[src/mrp_cfg.svh]
// constants for the microphone record path control block
`ifndef MRP_CFG_SVH
`define MRP_CFG_SVH
`define MRP_CLK_HZ      27'h5f5e100
`define MRP_CLK_KHZ     24'h0186a0
`define MRP_ZC_TMO_MS   24'h000064
`define MRP_PGA_STEP_CY 12'h3e8
`define MRP_A_SYS       32'h00000000
`define MRP_A_BIAS      32'h00000004
`define MRP_A_PRE       32'h00000008
`define MRP_A_PGA       32'h0000000c
`define MRP_A_PGA_ST    32'h00000010
`define MRP_A_ADC       32'h00000014
`define MRP_A_DG        32'h00000018
`define MRP_A_DG_ST     32'h0000001c
`define MRP_A_FILT      32'h00000020
`define MRP_BIAS_RST    4'h1
`define MRP_PRE_RST     5'h00
`define MRP_PGA_RST     8'h03
`define MRP_ADC_RST     8'h10
`define MRP_DG_RST      8'h6f
`define MRP_FILT_RST    7'h01
`define MRP_BIAS_TOP    3'h7
`define MRP_BIAS_TOP_MV 12'hb54
`define MRP_BIAS_STEP   12'h0c8
`define MRP_BIAS_BASE   12'h640
`define MRP_PRE_STEP    8'h06
`define MRP_PRE_MIN     8'hfa
`define MRP_PGA_STEP    8'h03
`define MRP_PGA_MIN     8'hf7
`define MRP_DG_STEP     10'h003
`define MRP_DG_MIN      10'h2b3
`define MRP_SR_16K      4'h3
`define MRP_SR_MAX      4'ha
`define MRP_RESP_OK     2'h0
`define MRP_RESP_ERR    2'h2
`endif

[src/mrp_pkg.sv]
// types shared by the microphone record path control block
package mrp_pkg;
  typedef struct packed {
    logic        awvalid;
    logic [31:0] awaddr;
    logic        wvalid;
    logic [31:0] wdata;
    logic [3:0]  wstrb;
    logic        bready;
    logic        arvalid;
    logic [31:0] araddr;
    logic        rready;
  } mrp_axi_req_t;
  typedef struct packed {
    logic        awready;
    logic        wready;
    logic        bvalid;
    logic [1:0]  bresp;
    logic        arready;
    logic        rvalid;
    logic [31:0] rdata;
    logic [1:0]  rresp;
  } mrp_axi_rsp_t;
  typedef struct packed {
    logic       en;
    logic [2:0] sel;
  } mrp_bias_t;
  typedef struct packed {
    logic [2:0] gain;
    logic       mute;
    logic       en;
  } mrp_pre_t;
  typedef struct packed {
    logic       ramp;
    logic       zc;
    logic       mute;
    logic       en;
    logic [3:0] gain;
  } mrp_pga_t;
  typedef struct packed {
    logic [1:0] rrate;
    logic       ramp;
    logic [3:0] rate;
    logic       en;
  } mrp_adc_t;
  typedef struct packed {
    logic       mute;
    logic [6:0] gain;
  } mrp_dg_t;
  typedef struct packed {
    logic [2:0] sp_corner;
    logic [1:0] mu_corner;
    logic       speech;
    logic       hpf_en;
  } mrp_filt_t;
  typedef enum logic [1:0] {PGA_IDLE, PGA_WAIT_ZC, PGA_RAMP} mrp_pga_st_t;
endpackage : mrp_pkg

[src/mrp_ctrl.sv]
// register file and control logic of the microphone record path
//
// The AXI4-Lite slave port and the address map were chosen for this implementation.
`timescale 1ns/100ps
`include "mrp_cfg.svh"
// What this block does
// decode bias select, code zero reserved
// bias select changes only while bias off
// software disables bias before sleeping
// preamp enable and mute bits act
// preamp gain six dB steps from -6
// stage gain 1.5 dB steps from -4.5
// zero-cross sync defers gain to crossing
// no crossing in 100 ms applies gain
// ramp steps every code, beats zero-cross
// stage mute silences regardless of gain
// converter clock family follows sample rate
// 24-bit samples at selected rate
// converter enable runs or stops channel
// digital gain 0.75 dB steps to +12
// active digital gain readable during ramp
// digital gain ramps at selected rate
// high-pass on after reset, clear bypasses
// speech mode uses 3-bit corner
// music mode uses 2-bit corner
// music corner doubles per code step
// speech filter only up to 16 kHz
// new write restarts zero-cross timeout
// sleep halts everything until awake set
module mrp_ctrl #(
  parameter int ZC_TIMEOUT_CYC = `MRP_ZC_TMO_MS * `MRP_CLK_KHZ // 100 ms
) (
  input  wire logic                  ref_clk,      // 100 MHz core clock
  input  wire logic                  rst_b,        // async reset, low
  input  wire mrp_pkg::mrp_axi_req_t axi_req,      // axi4-lite requests
  output      mrp_pkg::mrp_axi_rsp_t axi_rsp,      // axi4-lite answers
  input  wire logic                  zc_pin,       // signal sign from analog
  input  wire logic [23:0]           adc_raw,      // raw converter word
  output      logic                  bias_on,      // bias regulator on
  output      logic                  bias_valid,   // select not reserved
  output      logic [11:0]           bias_mv,      // bias level in mV
  output      logic                  pre_on,       // preamp powered
  output      logic                  pre_mute,     // preamp silenced
  output      logic [7:0]            pre_gain_db,  // preamp gain, dB
  output      logic                  pga_on,       // gain stage powered
  output      logic                  pga_silent,   // gain stage silenced
  output      logic [3:0]            pga_gain,     // applied stage code
  output      logic [7:0]            pga_gain_hdb, // stage gain, half dB
  output      logic                  adc_run,      // converter running
  output      logic                  adc_fam_44k,  // 2.8224 MHz family
  output      logic [9:0]            dg_qdb,       // digital gain, 1/4 dB
  output      logic                  sample_stb,   // one-cycle sample mark
  output      logic [23:0]           sample,       // converter sample
  output      logic                  hpf_on,       // high-pass active
  output      logic                  hpf_speech,   // speech-mode filter
  output      logic [2:0]            hpf_corner    // corner code in use
);

  ////////////////////////////////////////////////////////////////////////
  // state
  logic                 aw_ok_q, w_ok_q, bvalid_q, rvalid_q; // bus flags
  logic [31:0]          awaddr_q, wdata_q, rdata_q;          // held words
  logic [3:0]           wstrb_q;                             // held strobes
  logic [1:0]           bresp_q, rresp_q;                    // responses
  logic                 awake_q;                             // system awake
  mrp_pkg::mrp_bias_t   bias_q;                              // bias control
  mrp_pkg::mrp_pre_t    pre_q;                               // preamp
  mrp_pkg::mrp_pga_t    pga_q;                               // stage target
  mrp_pkg::mrp_adc_t    adc_q;                               // converter
  mrp_pkg::mrp_dg_t     dg_q;                                // digital gain
  mrp_pkg::mrp_filt_t   filt_q;                              // filters
  mrp_pkg::mrp_pga_st_t pst_q;                               // stage fsm
  logic [3:0]           pga_act_q;                           // applied code
  logic [23:0]          zc_tmr_q;                            // zc timeout
  logic [11:0]          step_q;                              // ramp pacing
  logic [2:0]           zc_s_q;                              // sync + last
  logic [26:0]          acc_q;                               // rate phase
  logic                 stb_q;                               // sample mark
  logic [23:0]          smp_q;                               // sample out
  logic [6:0]           dg_act_q;                            // active gain
  logic [2:0]           dg_div_q;                            // ramp divider

  ////////////////////////////////////////////////////////////////////////
  // bus decode
  wire        do_wr = aw_ok_q & w_ok_q & wstrb_q[0];
  wire        wr_go = aw_ok_q & w_ok_q;
  wire [7:0]  wd    = wdata_q[7:0];
  wire        ar_hs = axi_req.arvalid & ~rvalid_q;
  wire        wr_sys  = do_wr & (awaddr_q == `MRP_A_SYS);
  wire        wr_bias = do_wr & (awaddr_q == `MRP_A_BIAS);
  wire        wr_pre  = do_wr & (awaddr_q == `MRP_A_PRE);
  wire        wr_pga  = do_wr & (awaddr_q == `MRP_A_PGA);
  wire        wr_adc  = do_wr & (awaddr_q == `MRP_A_ADC);
  wire        wr_dg   = do_wr & (awaddr_q == `MRP_A_DG);
  wire        wr_filt = do_wr & (awaddr_q == `MRP_A_FILT);
  wire        wr_map  = (awaddr_q[31:6] == 26'h0000000) &
                        (awaddr_q[1:0] == 2'h0) &
                        (awaddr_q <= `MRP_A_FILT);
  wire mrp_pkg::mrp_bias_t bias_w = mrp_pkg::mrp_bias_t'(wd[3:0]);
  wire mrp_pkg::mrp_adc_t  adc_w  = mrp_pkg::mrp_adc_t'(wd);
  // a bias write while running keeps the old level, enable still moves
  wire [2:0]  bias_sel_d = bias_q.en ? bias_q.sel : bias_w.sel;
  // unsupported rate codes leave the previous rate in place
  wire [3:0]  rate_d = (adc_w.rate > `MRP_SR_MAX) ? adc_q.rate : adc_w.rate;
  wire spch_blk = filt_q.speech & (adc_q.rate > `MRP_SR_16K);

  assign axi_rsp.awready = ~aw_ok_q & ~bvalid_q;
  assign axi_rsp.wready  = ~w_ok_q & ~bvalid_q;
  assign axi_rsp.bvalid  = bvalid_q;
  assign axi_rsp.bresp   = bresp_q;
  assign axi_rsp.arready = ~rvalid_q;
  assign axi_rsp.rvalid  = rvalid_q;
  assign axi_rsp.rdata   = rdata_q;
  assign axi_rsp.rresp   = rresp_q;

  // sample rate in hertz per rate code
  function automatic logic [16:0] rate_hz(input logic [3:0] c);
    case (c)
      4'h0:    rate_hz = 17'h01f40; // 8 kHz
      4'h1:    rate_hz = 17'h02b11; // 11.025 kHz
      4'h2:    rate_hz = 17'h02ee0; // 12 kHz
      4'h3:    rate_hz = 17'h03e80; // 16 kHz
      4'h4:    rate_hz = 17'h05622; // 22.05 kHz
      4'h5:    rate_hz = 17'h05dc0; // 24 kHz
      4'h6:    rate_hz = 17'h07d00; // 32 kHz
      4'h7:    rate_hz = 17'h0ac44; // 44.1 kHz
      4'h8:    rate_hz = 17'h0bb80; // 48 kHz
      4'h9:    rate_hz = 17'h15888; // 88.2 kHz
      default: rate_hz = 17'h17700; // 96 kHz
    endcase
  endfunction : rate_hz

  ////////////////////////////////////////////////////////////////////////
  // read mux, unmapped words read zero
  logic [31:0] rd_mux;
  always_comb begin
    rd_mux = 32'h00000000;
    if (axi_req.araddr == `MRP_A_SYS) begin
      rd_mux[0] = awake_q;
    end else if (axi_req.araddr == `MRP_A_BIAS) begin
      rd_mux[3:0] = bias_q;
    end else if (axi_req.araddr == `MRP_A_PRE) begin
      rd_mux[4:0] = pre_q;
    end else if (axi_req.araddr == `MRP_A_PGA) begin
      rd_mux[7:0] = pga_q;
    end else if (axi_req.araddr == `MRP_A_PGA_ST) begin
      rd_mux[4:0] = {pst_q != mrp_pkg::PGA_IDLE, pga_act_q};
    end else if (axi_req.araddr == `MRP_A_ADC) begin
      rd_mux[7:0] = adc_q;
    end else if (axi_req.araddr == `MRP_A_DG) begin
      rd_mux[7:0] = dg_q;
    end else if (axi_req.araddr == `MRP_A_DG_ST) begin
      rd_mux[7:0] = {dg_act_q != dg_q.gain, dg_act_q};
    end else if (axi_req.araddr == `MRP_A_FILT) begin
      rd_mux[7:0] = {spch_blk, filt_q};
    end
  end

  ////////////////////////////////////////////////////////////////////////
  // axi4-lite write path: address and data taken in either order
  always_ff @(posedge ref_clk or negedge rst_b) begin
    if (!rst_b) begin
      aw_ok_q  <= 1'b0;
      w_ok_q   <= 1'b0;
      bvalid_q <= 1'b0;
      bresp_q  <= `MRP_RESP_OK;
      awaddr_q <= 32'h00000000;
      wdata_q  <= 32'h00000000;
      wstrb_q  <= 4'h0;
    end else begin
      if (axi_req.awvalid & axi_rsp.awready) begin
        aw_ok_q  <= 1'b1;
        awaddr_q <= axi_req.awaddr;
      end
      if (axi_req.wvalid & axi_rsp.wready) begin
        w_ok_q  <= 1'b1;
        wdata_q <= axi_req.wdata;
        wstrb_q <= axi_req.wstrb;
      end
      if (wr_go) begin // both halves held: commit and answer
        aw_ok_q  <= 1'b0;
        w_ok_q   <= 1'b0;
        bvalid_q <= 1'b1;
        bresp_q  <= wr_map ? `MRP_RESP_OK : `MRP_RESP_ERR;
      end else if (bvalid_q & axi_req.bready) begin
        bvalid_q <= 1'b0;
      end
    end
  end

  // read path answers one cycle after the address is taken
  wire rd_map = (axi_req.araddr[31:6] == 26'h0000000) &
                (axi_req.araddr[1:0] == 2'h0) &
                (axi_req.araddr <= `MRP_A_FILT);
  always_ff @(posedge ref_clk or negedge rst_b) begin
    if (!rst_b) begin
      rvalid_q <= 1'b0;
      rdata_q  <= 32'h00000000;
      rresp_q  <= `MRP_RESP_OK;
    end else if (ar_hs) begin
      rvalid_q <= 1'b1;
      rdata_q  <= rd_mux;
      rresp_q  <= rd_map ? `MRP_RESP_OK : `MRP_RESP_ERR;
    end else if (rvalid_q & axi_req.rready) begin
      rvalid_q <= 1'b0;
    end
  end

  ////////////////////////////////////////////////////////////////////////
  // configuration registers
  always_ff @(posedge ref_clk or negedge rst_b) begin
    if (!rst_b) begin
      awake_q <= 1'b0;
      bias_q  <= `MRP_BIAS_RST;
      pre_q   <= `MRP_PRE_RST;
      pga_q   <= `MRP_PGA_RST;
      adc_q   <= `MRP_ADC_RST;
      dg_q    <= `MRP_DG_RST;
      filt_q  <= `MRP_FILT_RST; // high-pass enabled from reset
    end else begin
      if (wr_sys)  awake_q <= wd[0];
      if (wr_bias) bias_q  <= {bias_w.en, bias_sel_d};
      if (wr_pre)  pre_q   <= wd[4:0];
      if (wr_pga)  pga_q   <= wd;
      if (wr_adc)  adc_q   <= {adc_w.rrate, adc_w.ramp, rate_d, adc_w.en};
      if (wr_dg)   dg_q    <= wd;
      if (wr_filt) filt_q  <= wd[6:0];
    end
  end

  ////////////////////////////////////////////////////////////////////////
  // zero-cross input: two flops of sync, third holds the last level
  always_ff @(posedge ref_clk or negedge rst_b) begin
    if (!rst_b) begin
      zc_s_q <= 3'h0;
    end else begin
      zc_s_q <= {zc_s_q[1:0], zc_pin};
    end
  end
  wire zc_edge = zc_s_q[2] ^ zc_s_q[1];

  // ramp pacing tick, held while asleep
  wire step_tick = (step_q == 12'h000);
  always_ff @(posedge ref_clk or negedge rst_b) begin
    if (!rst_b) begin
      step_q <= `MRP_PGA_STEP_CY - 12'h001;
    end else if (awake_q) begin
      step_q <= step_tick ? `MRP_PGA_STEP_CY - 12'h001 : step_q - 12'h001;
    end
  end

  ////////////////////////////////////////////////////////////////////////
  // gain stage update fsm: ramp wins over zero-cross, else direct
  localparam logic [23:0] ZC_LOAD = 24'(ZC_TIMEOUT_CYC - 1);
  wire pga_new = wr_pga & (wd[3:0] != pga_act_q);
  wire zc_fire = zc_edge | (zc_tmr_q == 24'h000000);
  wire ramp_up = pga_q.gain > pga_act_q;
  always_ff @(posedge ref_clk or negedge rst_b) begin
    if (!rst_b) begin
      pst_q     <= mrp_pkg::PGA_IDLE;
      pga_act_q <= 4'(`MRP_PGA_RST);
      zc_tmr_q  <= 24'h000000;
    end else if (awake_q) begin
      case (pst_q)
        mrp_pkg::PGA_IDLE: begin
          if (pga_new & wd[7]) begin
            pst_q <= mrp_pkg::PGA_RAMP;
          end else if (pga_new & wd[6]) begin
            pst_q    <= mrp_pkg::PGA_WAIT_ZC;
            zc_tmr_q <= ZC_LOAD;
          end else if (pga_new) begin
            pga_act_q <= wd[3:0];
          end
        end
        mrp_pkg::PGA_WAIT_ZC: begin
          if (wr_pga) begin
            zc_tmr_q <= ZC_LOAD; // latest value waits afresh
          end else if (zc_fire) begin
            pga_act_q <= pga_q.gain; // crossing or timeout
            pst_q     <= mrp_pkg::PGA_IDLE;
          end else begin
            zc_tmr_q <= zc_tmr_q - 24'h000001;
          end
        end
        mrp_pkg::PGA_RAMP: begin
          if (pga_act_q == pga_q.gain) begin
            pst_q <= mrp_pkg::PGA_IDLE;
          end else if (step_tick) begin // one code per tick
            pga_act_q <= ramp_up ? pga_act_q + 4'h1 : pga_act_q - 4'h1;
          end
        end
        default: pst_q <= mrp_pkg::PGA_IDLE;
      endcase
    end
  end

  ////////////////////////////////////////////////////////////////////////
  // sample timing: exact fractional phase, no drift at 44.1 kHz family
  wire [26:0] acc_sum = acc_q + {10'h000, rate_hz(adc_q.rate)};
  wire        acc_wrap = acc_sum >= `MRP_CLK_HZ;
  wire        run = awake_q & adc_q.en;
  always_ff @(posedge ref_clk or negedge rst_b) begin
    if (!rst_b) begin
      acc_q <= 27'h0000000;
      stb_q <= 1'b0;
      smp_q <= 24'h000000;
    end else begin
      acc_q <= !run ? 27'h0000000 :
               acc_wrap ? acc_sum - `MRP_CLK_HZ : acc_sum;
      stb_q <= run & acc_wrap;
      if (run & acc_wrap) smp_q <= dg_q.mute ? 24'h000000 : adc_raw;
    end
  end

  // digital gain: jump, or step once per 2^rate samples while ramping
  wire [2:0] dg_lim = 3'((4'h1 << adc_q.rrate) - 4'h1);
  wire       dg_step = stb_q & (dg_div_q >= dg_lim);
  always_ff @(posedge ref_clk or negedge rst_b) begin
    if (!rst_b) begin
      dg_act_q <= 7'(`MRP_DG_RST);
      dg_div_q <= 3'h0;
    end else if (awake_q) begin
      if (stb_q) dg_div_q <= dg_step ? 3'h0 : dg_div_q + 3'h1;
      if (!adc_q.ramp) begin
        dg_act_q <= dg_q.gain;
      end else if (dg_step & (dg_act_q < dg_q.gain)) begin
        dg_act_q <= dg_act_q + 7'h01;
      end else if (dg_step & (dg_act_q > dg_q.gain)) begin
        dg_act_q <= dg_act_q - 7'h01;
      end
    end
  end

  ////////////////////////////////////////////////////////////////////////
  // outputs: enables and sample mark forced off while asleep, mutes forced on, levels and codes not gated
  wire spch_on  = filt_q.speech & filt_q.hpf_en & ~spch_blk;
  assign bias_valid = bias_q.sel != 3'h0;
  assign bias_on    = awake_q & bias_q.en & bias_valid;
  assign bias_mv    = !bias_valid ? 12'h000 :
                      (bias_q.sel == `MRP_BIAS_TOP) ? `MRP_BIAS_TOP_MV :
                      12'(bias_q.sel) * `MRP_BIAS_STEP + `MRP_BIAS_BASE;
  assign pre_on      = awake_q & pre_q.en;
  assign pre_mute    = pre_q.mute | ~pre_on;
  assign pre_gain_db = 8'(pre_q.gain) * `MRP_PRE_STEP + `MRP_PRE_MIN;
  assign pga_on       = awake_q & pga_q.en;
  assign pga_silent   = pga_q.mute | ~pga_on;
  assign pga_gain     = pga_act_q;
  assign pga_gain_hdb = 8'(pga_act_q) * `MRP_PGA_STEP + `MRP_PGA_MIN;
  assign adc_run      = run;
  // 1 selects 2.8224 MHz for the 11.025 kHz multiples
  assign adc_fam_44k  = (adc_q.rate == 4'h1) | (adc_q.rate == 4'h4) |
                        (adc_q.rate == 4'h7) | (adc_q.rate == 4'h9);
  assign dg_qdb     = 10'(dg_act_q) * `MRP_DG_STEP + `MRP_DG_MIN;
  assign sample_stb = stb_q & awake_q; // last mark dropped on sleep
  assign sample     = smp_q;
  assign hpf_on     = awake_q & filt_q.hpf_en;
  assign hpf_speech = awake_q & spch_on;
  // music corner code zero-extended to three bits, corner doubles per step
  assign hpf_corner = spch_on ? filt_q.sp_corner : {1'b0, filt_q.mu_corner};
endmodule : mrp_ctrl

[config.mk]
export PLATFORM = sky130hd
export DESIGN_NAME = mrp_ctrl
export DESIGN_NICKNAME = d
export VERILOG_FILES = /design/src/mrp_pkg.sv /design/src/mrp_ctrl.sv
export VERILOG_INCLUDE_DIRS = /design/src
export SDC_FILE = /design/constraint.sdc
export NUM_CORES = 1
export LEC_CHECK = 0
export BUFFER_PORTS_ARGS = -buffer_cell sky130_fd_sc_hd__buf_2
export CORE_MARGIN = 5
export CORE_UTILIZATION = 60
export CTS_BUF_LIST = sky130_fd_sc_hd__clkbuf_4 sky130_fd_sc_hd__clkbuf_8 sky130_fd_sc_hd__clkbuf_16
export CTS_CLUSTER_DIAMETER = 200
export CTS_CLUSTER_SIZE = 30
export DETAILED_ROUTE_END_ITERATION = 10
export PLACE_DENSITY = 0.89
export SLEW_MARGIN = 10
export SYNTH_ARGS = -nofsm -noshare
export SYNTH_HDL_FRONTEND = slang
export SYNTH_SLANG_ARGS = --single-unit
[constraint.sdc]
create_clock -name ref_clk -period 11.7 [get_ports ref_clk]
set_input_delay 0.585 -clock ref_clk [delete_from_list [all_inputs] [get_ports ref_clk]]
set_output_delay 0.585 -clock ref_clk [all_outputs]
set_load 0.005 [all_outputs]
# Yosys cells after proc, flatten, opt, wreduce, memory -nomap -nowiden
# Memory sizes are Yosys's and may differ from the RTL's.
# Cells that the tools add are included.
dict set report op_classes {
  addsub 14
  mul 4
  div 0
  order_cmp 9
  n_eq_ne 36
  shift 1
  muxes 59
  bitwise_logic 54
  n_reduce_logical 24
}
# cell count
set op_table {}
lappend op_table {{32-bit by 5-bit equality test with 1-bit output, second input constant} 6}
lappend op_table {{32-bit by 4-bit equality test with 1-bit output, second input constant} 4}
lappend op_table {{24-bit 2-to-1 mux} 5}
lappend op_table {{8-bit 2-to-1 mux} 10}
lappend op_table {{32-bit by 3-bit equality test with 1-bit output, second input constant} 2}
lappend op_table {{32-bit by 6-bit equality test with 1-bit output, second input constant} 2}
lappend op_table {{32-bit by 6-bit less-or-equal comparator with 1-bit output, second input constant} 2}
lappend op_table {{32-bit zero test} 2}
lappend op_table {{27-bit 2-to-1 mux} 2}
lappend op_table {{26-bit zero test} 2}
lappend op_table {{24-bit one-hot mux with 2 select lines} 1}
lappend op_table {{4-bit 2-to-1 mux} 10}
lappend op_table {{1-bit AND} 38}
lappend op_table {{12-bit 2-to-1 mux} 3}
lappend op_table {{7-bit 2-to-1 mux} 4}
lappend op_table {{27-bit by 17-bit adder with 27-bit output} 1}
lappend op_table {{27-bit >= comparator, second input constant} 1}
lappend op_table {{27-bit subtractor, second input constant} 1}
lappend op_table {{24-bit zero test} 1}
lappend op_table {{24-bit by 1-bit subtractor with 24-bit output, second input constant} 1}
lappend op_table {{2-bit != test, second input constant} 9}
lappend op_table {{2-bit 2-to-1 mux} 7}
lappend op_table {{11-bit by 11-bit adder with 12-bit output, second input constant} 1}
lappend op_table {{12-bit zero test} 1}
lappend op_table {{46 further kinds} 85}
dict set report totals {
  ff_bits 205
  latch_bits 0
  ramBits 0
  rom_bits 272
  input_bits 132
  out_inout_bits 121
  elab_cells 243
  mem_count 1
}
# memory depth width rd rd_ports_with_merged_regs wr line_no
set mem_list {}
lappend mem_list {{(name not given)} 16 17 1 0 0 mrp_ctrl.sv:118} ;# case (c)

# Depth between registers and ports, before layout
dict set report logic_depth {
  depth_word 16
  depth_mapped 22
  ltp_nobuf 18
}

# Least setup slack after synthesis
# Ideal clock, no wire load.
dict set report synth_path {
  path_kind {reg2reg}
  from {reg adc_q[4] in the netlist's numbering}
  to {reg smp_q[10], in the netlist sample[10]}
  setup_ns 0.125
  t_arrival_ns 4.371
  required_time_ns 11.575
  setup_slack_ns 7.204
  path_stages_with_launch 19
  n_path_buf 5
  period_less_slack_ns 4.496
  cell_sequence {dfstp_2 > buf_6 > clkbuf_1 > and3_1 > a31oi_1 > ha_1 > clkbuf_1 > a21oi_1 > o21ai_0 > o21bai_1 > or3_1 > a2111oi_4 > o211ai_2 > a311oi_2 > o31ai_4 > and2_4 > buf_8 > buf_8 > mux2_4}
}
dict set report synth_via {
  elab_chain_len 4
}
# element line_no
set synth_lines {}
lappend synth_lines {{start: declaration} mrp_ctrl.sv:69} ;# mrp_pkg::mrp_adc_t adc_q;
lappend synth_lines {{start signal: assignment} mrp_ctrl.sv:217} ;# adc_q <= `MRP_ADC_RST;
lappend synth_lines {{start signal: assignment} mrp_ctrl.sv:225} ;# if (wr_adc) adc_q <= {adc_w.rrate, adc_w.ramp, rate_d, adc_w.en};
lappend synth_lines {{memory 16 x 17 bit} n/a}
lappend synth_lines {{27-bit by 17-bit adder with 27-bit output} mrp_ctrl.sv:299} ;# wire [26:0] acc_sum = acc_q + {10'h000, rate_hz(adc_q.rate)};
lappend synth_lines {{27-bit >= comparator (no line)} n/a}
lappend synth_lines {{1-bit AND} mrp_ctrl.sv:311} ;# if (run & acc_wrap) smp_q <= dg_q.mute ? 24'h000000 : adc_raw;
lappend synth_lines {{end signal: assignment} mrp_ctrl.sv:311}
lappend synth_lines {{end: declaration} mrp_ctrl.sv:79} ;# logic [23:0] smp_q;
# No other way between the ends.
# A chain may end at the register's enable or synchronous reset.

# Worst setup path after layout
dict set report layout_path {
  from {reg adc_q[3] in the netlist's numbering}
  to {reg smp_q[23], in the netlist sample[23]}
}
# The elaborated chain is that of the path after synthesis.

==> metrics <==
status finished, final reports clean; headroom to the max-slew limit between 30% and 40%; RSZ-0062 raised after global routing no; endpoints failing hold 0; Post-CTS Setup Bufs 0; FP Rows between 50 and 60; nets@finish between 1.5k and 2k; Post-Syn Area roughly 0.014 mm2; r2r startpoint adc_q[3]$_DFFE_PN0P_; residual DRC count 0; CP peak stage delay roughly 0.87 ns; DR vias between 10k and 15k; DP Wirelength between 20000 and 30000 um; I/O Buffers a little under 200; synth-to-layout area growth 9.534%; Final ANT Viol Nets 0; largest net degree at the start of global routing 94; Syn Inst Count 1418; CTS Hold Bufs 0; Tcrit/Tclk final ~53%; leakage power roughly 0.007 uW; Peak Freq roughly 160 MHz; final WL about 35000 um; reg2reg setup slack roughly 5.5 ns; Core Region 0.02243 mm2; starting density of the core between 60% and 70%; number of global-route vias before repair 11.14k; share of layout cells above drive strength 1 about a quarter; CTS tree built; routability cong. 0.9730; clk_skew between 0.02 and 0.025 ns; max-cap violation count 0; critical path class reg -> reg; YS warnings 0; first-pass GRT wire length roughly 56000 um; CTS Buf Count 10; Die Height about 160 um; CP Capture Type register; crit-path max FO 25; Post-synth EDFFs 0; chip width ~160 um; Tmin final 6.186 ns; Post-Route Utilization between 60% and 70%; sequential element share of the synthesized area between 30% and 40%; CP most frequent cell ha_1; dpl cells about 1.8k; synthesis-stage register bit count ~200; Cell variety after synth between 90 and 100; drt pass-1 iters 5; cell family with most CP delay compound AO/OA/AOI/OAI gates; WL/cell roughly 19 um; root buf cell clkbuf_16; CTS clk-pin slew, worst paths ~0.12 ns; final setup fails 0; CP required ~12 ns; grt ovf 0; Crit path buffers/inverters 1; 1st-iter DRT viols around 940; CTS Sinks ~200; Worst Reg-to-Reg Cells 17; initial antenna violation count 2; async set or reset register ratio after synthesis 100.0%; Final TNS setup 0 ns; Final Max Slew Viols 0; Ports ~250; latest clock arrival within the worst-skew pair a little under 0.5 ns; post_cts resized 0; WP data arrival between 6 and 7 ns; CTS max path bufs 3; Mean Syn Cell Area ~9.6 um2; worst vdd ir between 100 and 150 uV; critical path, cell by cell inv_1 -> and3_1 -> a21oi_1 -> ha_1 -> a211oi_1 -> o211ai_1 -> a31oi_1 -> nor3_1 -> nor2_1 -> ha_1 -> nand4b_1 -> or3_1 -> o211ai_2 -> a311oi_2 -> o31ai_4 -> and2_4 -> mux2_2; Least-Margin Pin Slew about 1.0 ns; die area roughly 0.026 mm2; Pwr Density between 100 and 150 mW/mm2; Reg-to-Reg End sample[23]$_DFFE_PN0P_; Max stage delay cell, worst path o31ai_4; CP Launch Type register; Cell Count, Final, Fillers Out ~1.9k; vias per cell about 6.1; Tot GR Track Use roughly a quarter; H-tree Lvls 1; top_reg_cell synth dfrtp_1; Hold Path Class in -> async
[flip-flops by register name, indices dropped and copies added (netlist names), 2 cells and up]
name      cells
filt_q        7
dg_q          8
pst_q         2
sample       24
pga_gain      4
adc_q         8
pre_q         5
bias_q        4
rdata_q       8
zc_s_q        3
dg_act_q      7
dg_div_q      3
acc_q        27
awaddr_q     32
wdata_q       8
step_q       12
zc_tmr_q     24
pga_q         8
[worst max path at each step]
stage	start	slack, ns	cells past startpoint	endpoint
floorplan	adc_q[4]$_DFFE_PN1P_	7.20	18	sample[10]$_DFFE_PN0P_
global placement	adc_q[3]$_DFFE_PN0P_	5.89	17	sample[1]$_DFFE_PN0P_
detailed placement	adc_q[3]$_DFFE_PN0P_	5.65	17	sample[23]$_DFFE_PN0P_
CTS	adc_q[3]$_DFFE_PN0P_	5.61	17	sample[23]$_DFFE_PN0P_
global route	adc_q[3]$_DFFE_PN0P_	5.18	17	sample[1]$_DFFE_PN0P_
finish	adc_q[3]$_DFFE_PN0P_	5.51	17	sample[23]$_DFFE_PN0P_
[Yosys cell counts, types with 7 or more instances]
cell type	n	area, um2
nor4_1	28	175.2
o21a_1	14	105.1
xor2_1	25	219.0
inv_1	69	259.0
o21bai_1	10	75.07
a31oi_1	11	68.82
dfstp_2	27	709.4
nand3_1	35	175.2
clkbuf_1	43	161.4
ha_1	83	1039
nor2_1	86	322.8
nand2b_1	13	81.33
mux2_2	79	889.6
or3_1	11	68.82
and3_1	15	93.84
fa_1	7	140.1
o21ai_0	90	450.4
a21oi_1	66	330.3
o211ai_1	7	52.55
mux2i_1	15	150.1
a22oi_1	8	60.06
nor3_1	33	165.2
nor2b_1	42	262.8
nand2_1	139	521.8
mux2_4	19	285.3
nand4_1	13	81.33
and2_1	15	93.84
xnor2_1	47	411.6
dfrtp_1	176	4404
a21o_1	24	180.2
buf_4	31	232.7
[cell type report]
type	instances	area, um2
Antenna cell	1	2.502
Clock buffer	13	290.3
Clock inverter	1	8.758
Fill cell	1745	7599
Inverter	69	259.0
Multi-Input combinational cell	1086	7770
Sequential cell	203	5114
Tap cell	285	356.6
Timing Repair Buffer	202	1035
[power by group]
part	internal (uW)	switching, uW
clock	179	230
sequential	783	101
combinational	117	98.1
total	1080	429
[placed cells by master (no fill, tap or decap), drive strengths merged, types with 28 or more instances in the layout]
cell type and n:
o21ai 92, a21oi 67, mux2 98, nor4 28
nor2 86, nand3 36, nand2 139, dfrtp 176
xnor2 49, nor3 35, buf 201, conb 29
ha 83, inv 70, nor2b 42
[per-stage QoR]
step	total power, uW	area (um2)	worst slack [ns]	hold WS [ns]
after floorplan	1012	13650	7.204	0.2894
after global routing	1568	14840	5.177	0.2052
final	1507	14840	5.514	0.1798
after global placement	1085	14530	5.891	0.3330
after detailed placement	1109	14530	5.645	0.3490
after CTS	1510	14830	5.611	0.2080
[kinds of logic (layout without fill, tap and decap cells)]
group	count (synthesis)	count (layout)	synth area share, %
flip-flops	203	203	37.76
buffers and inverters	157	285	5.653
multiplexers	113	113	9.783
AO/OA/AOI/OAI	307	307	15.27
adder cells (fa/ha/maj)	91	91	8.776
XOR/XNOR	74	74	4.896
other	1	30	0.02769
AND/OR/NAND/NOR	472	472	17.84
[layer usage]
| layer | up-vias | routed length (um) | track usage, % |
|---|---|---|---|
| li1 | 5289 | - | - |
| met5 | - | 11 | 0 |
| met2 | 463 | 17070 | 45.28 |
| met3 | 78 | 2676 | 5.110 |
| met4 | 2 | 1082 | 7.978 |
| met1 | 5449 | 13840 | 33.01 |
No activity file was read; power rests on OpenSTA's default activity.
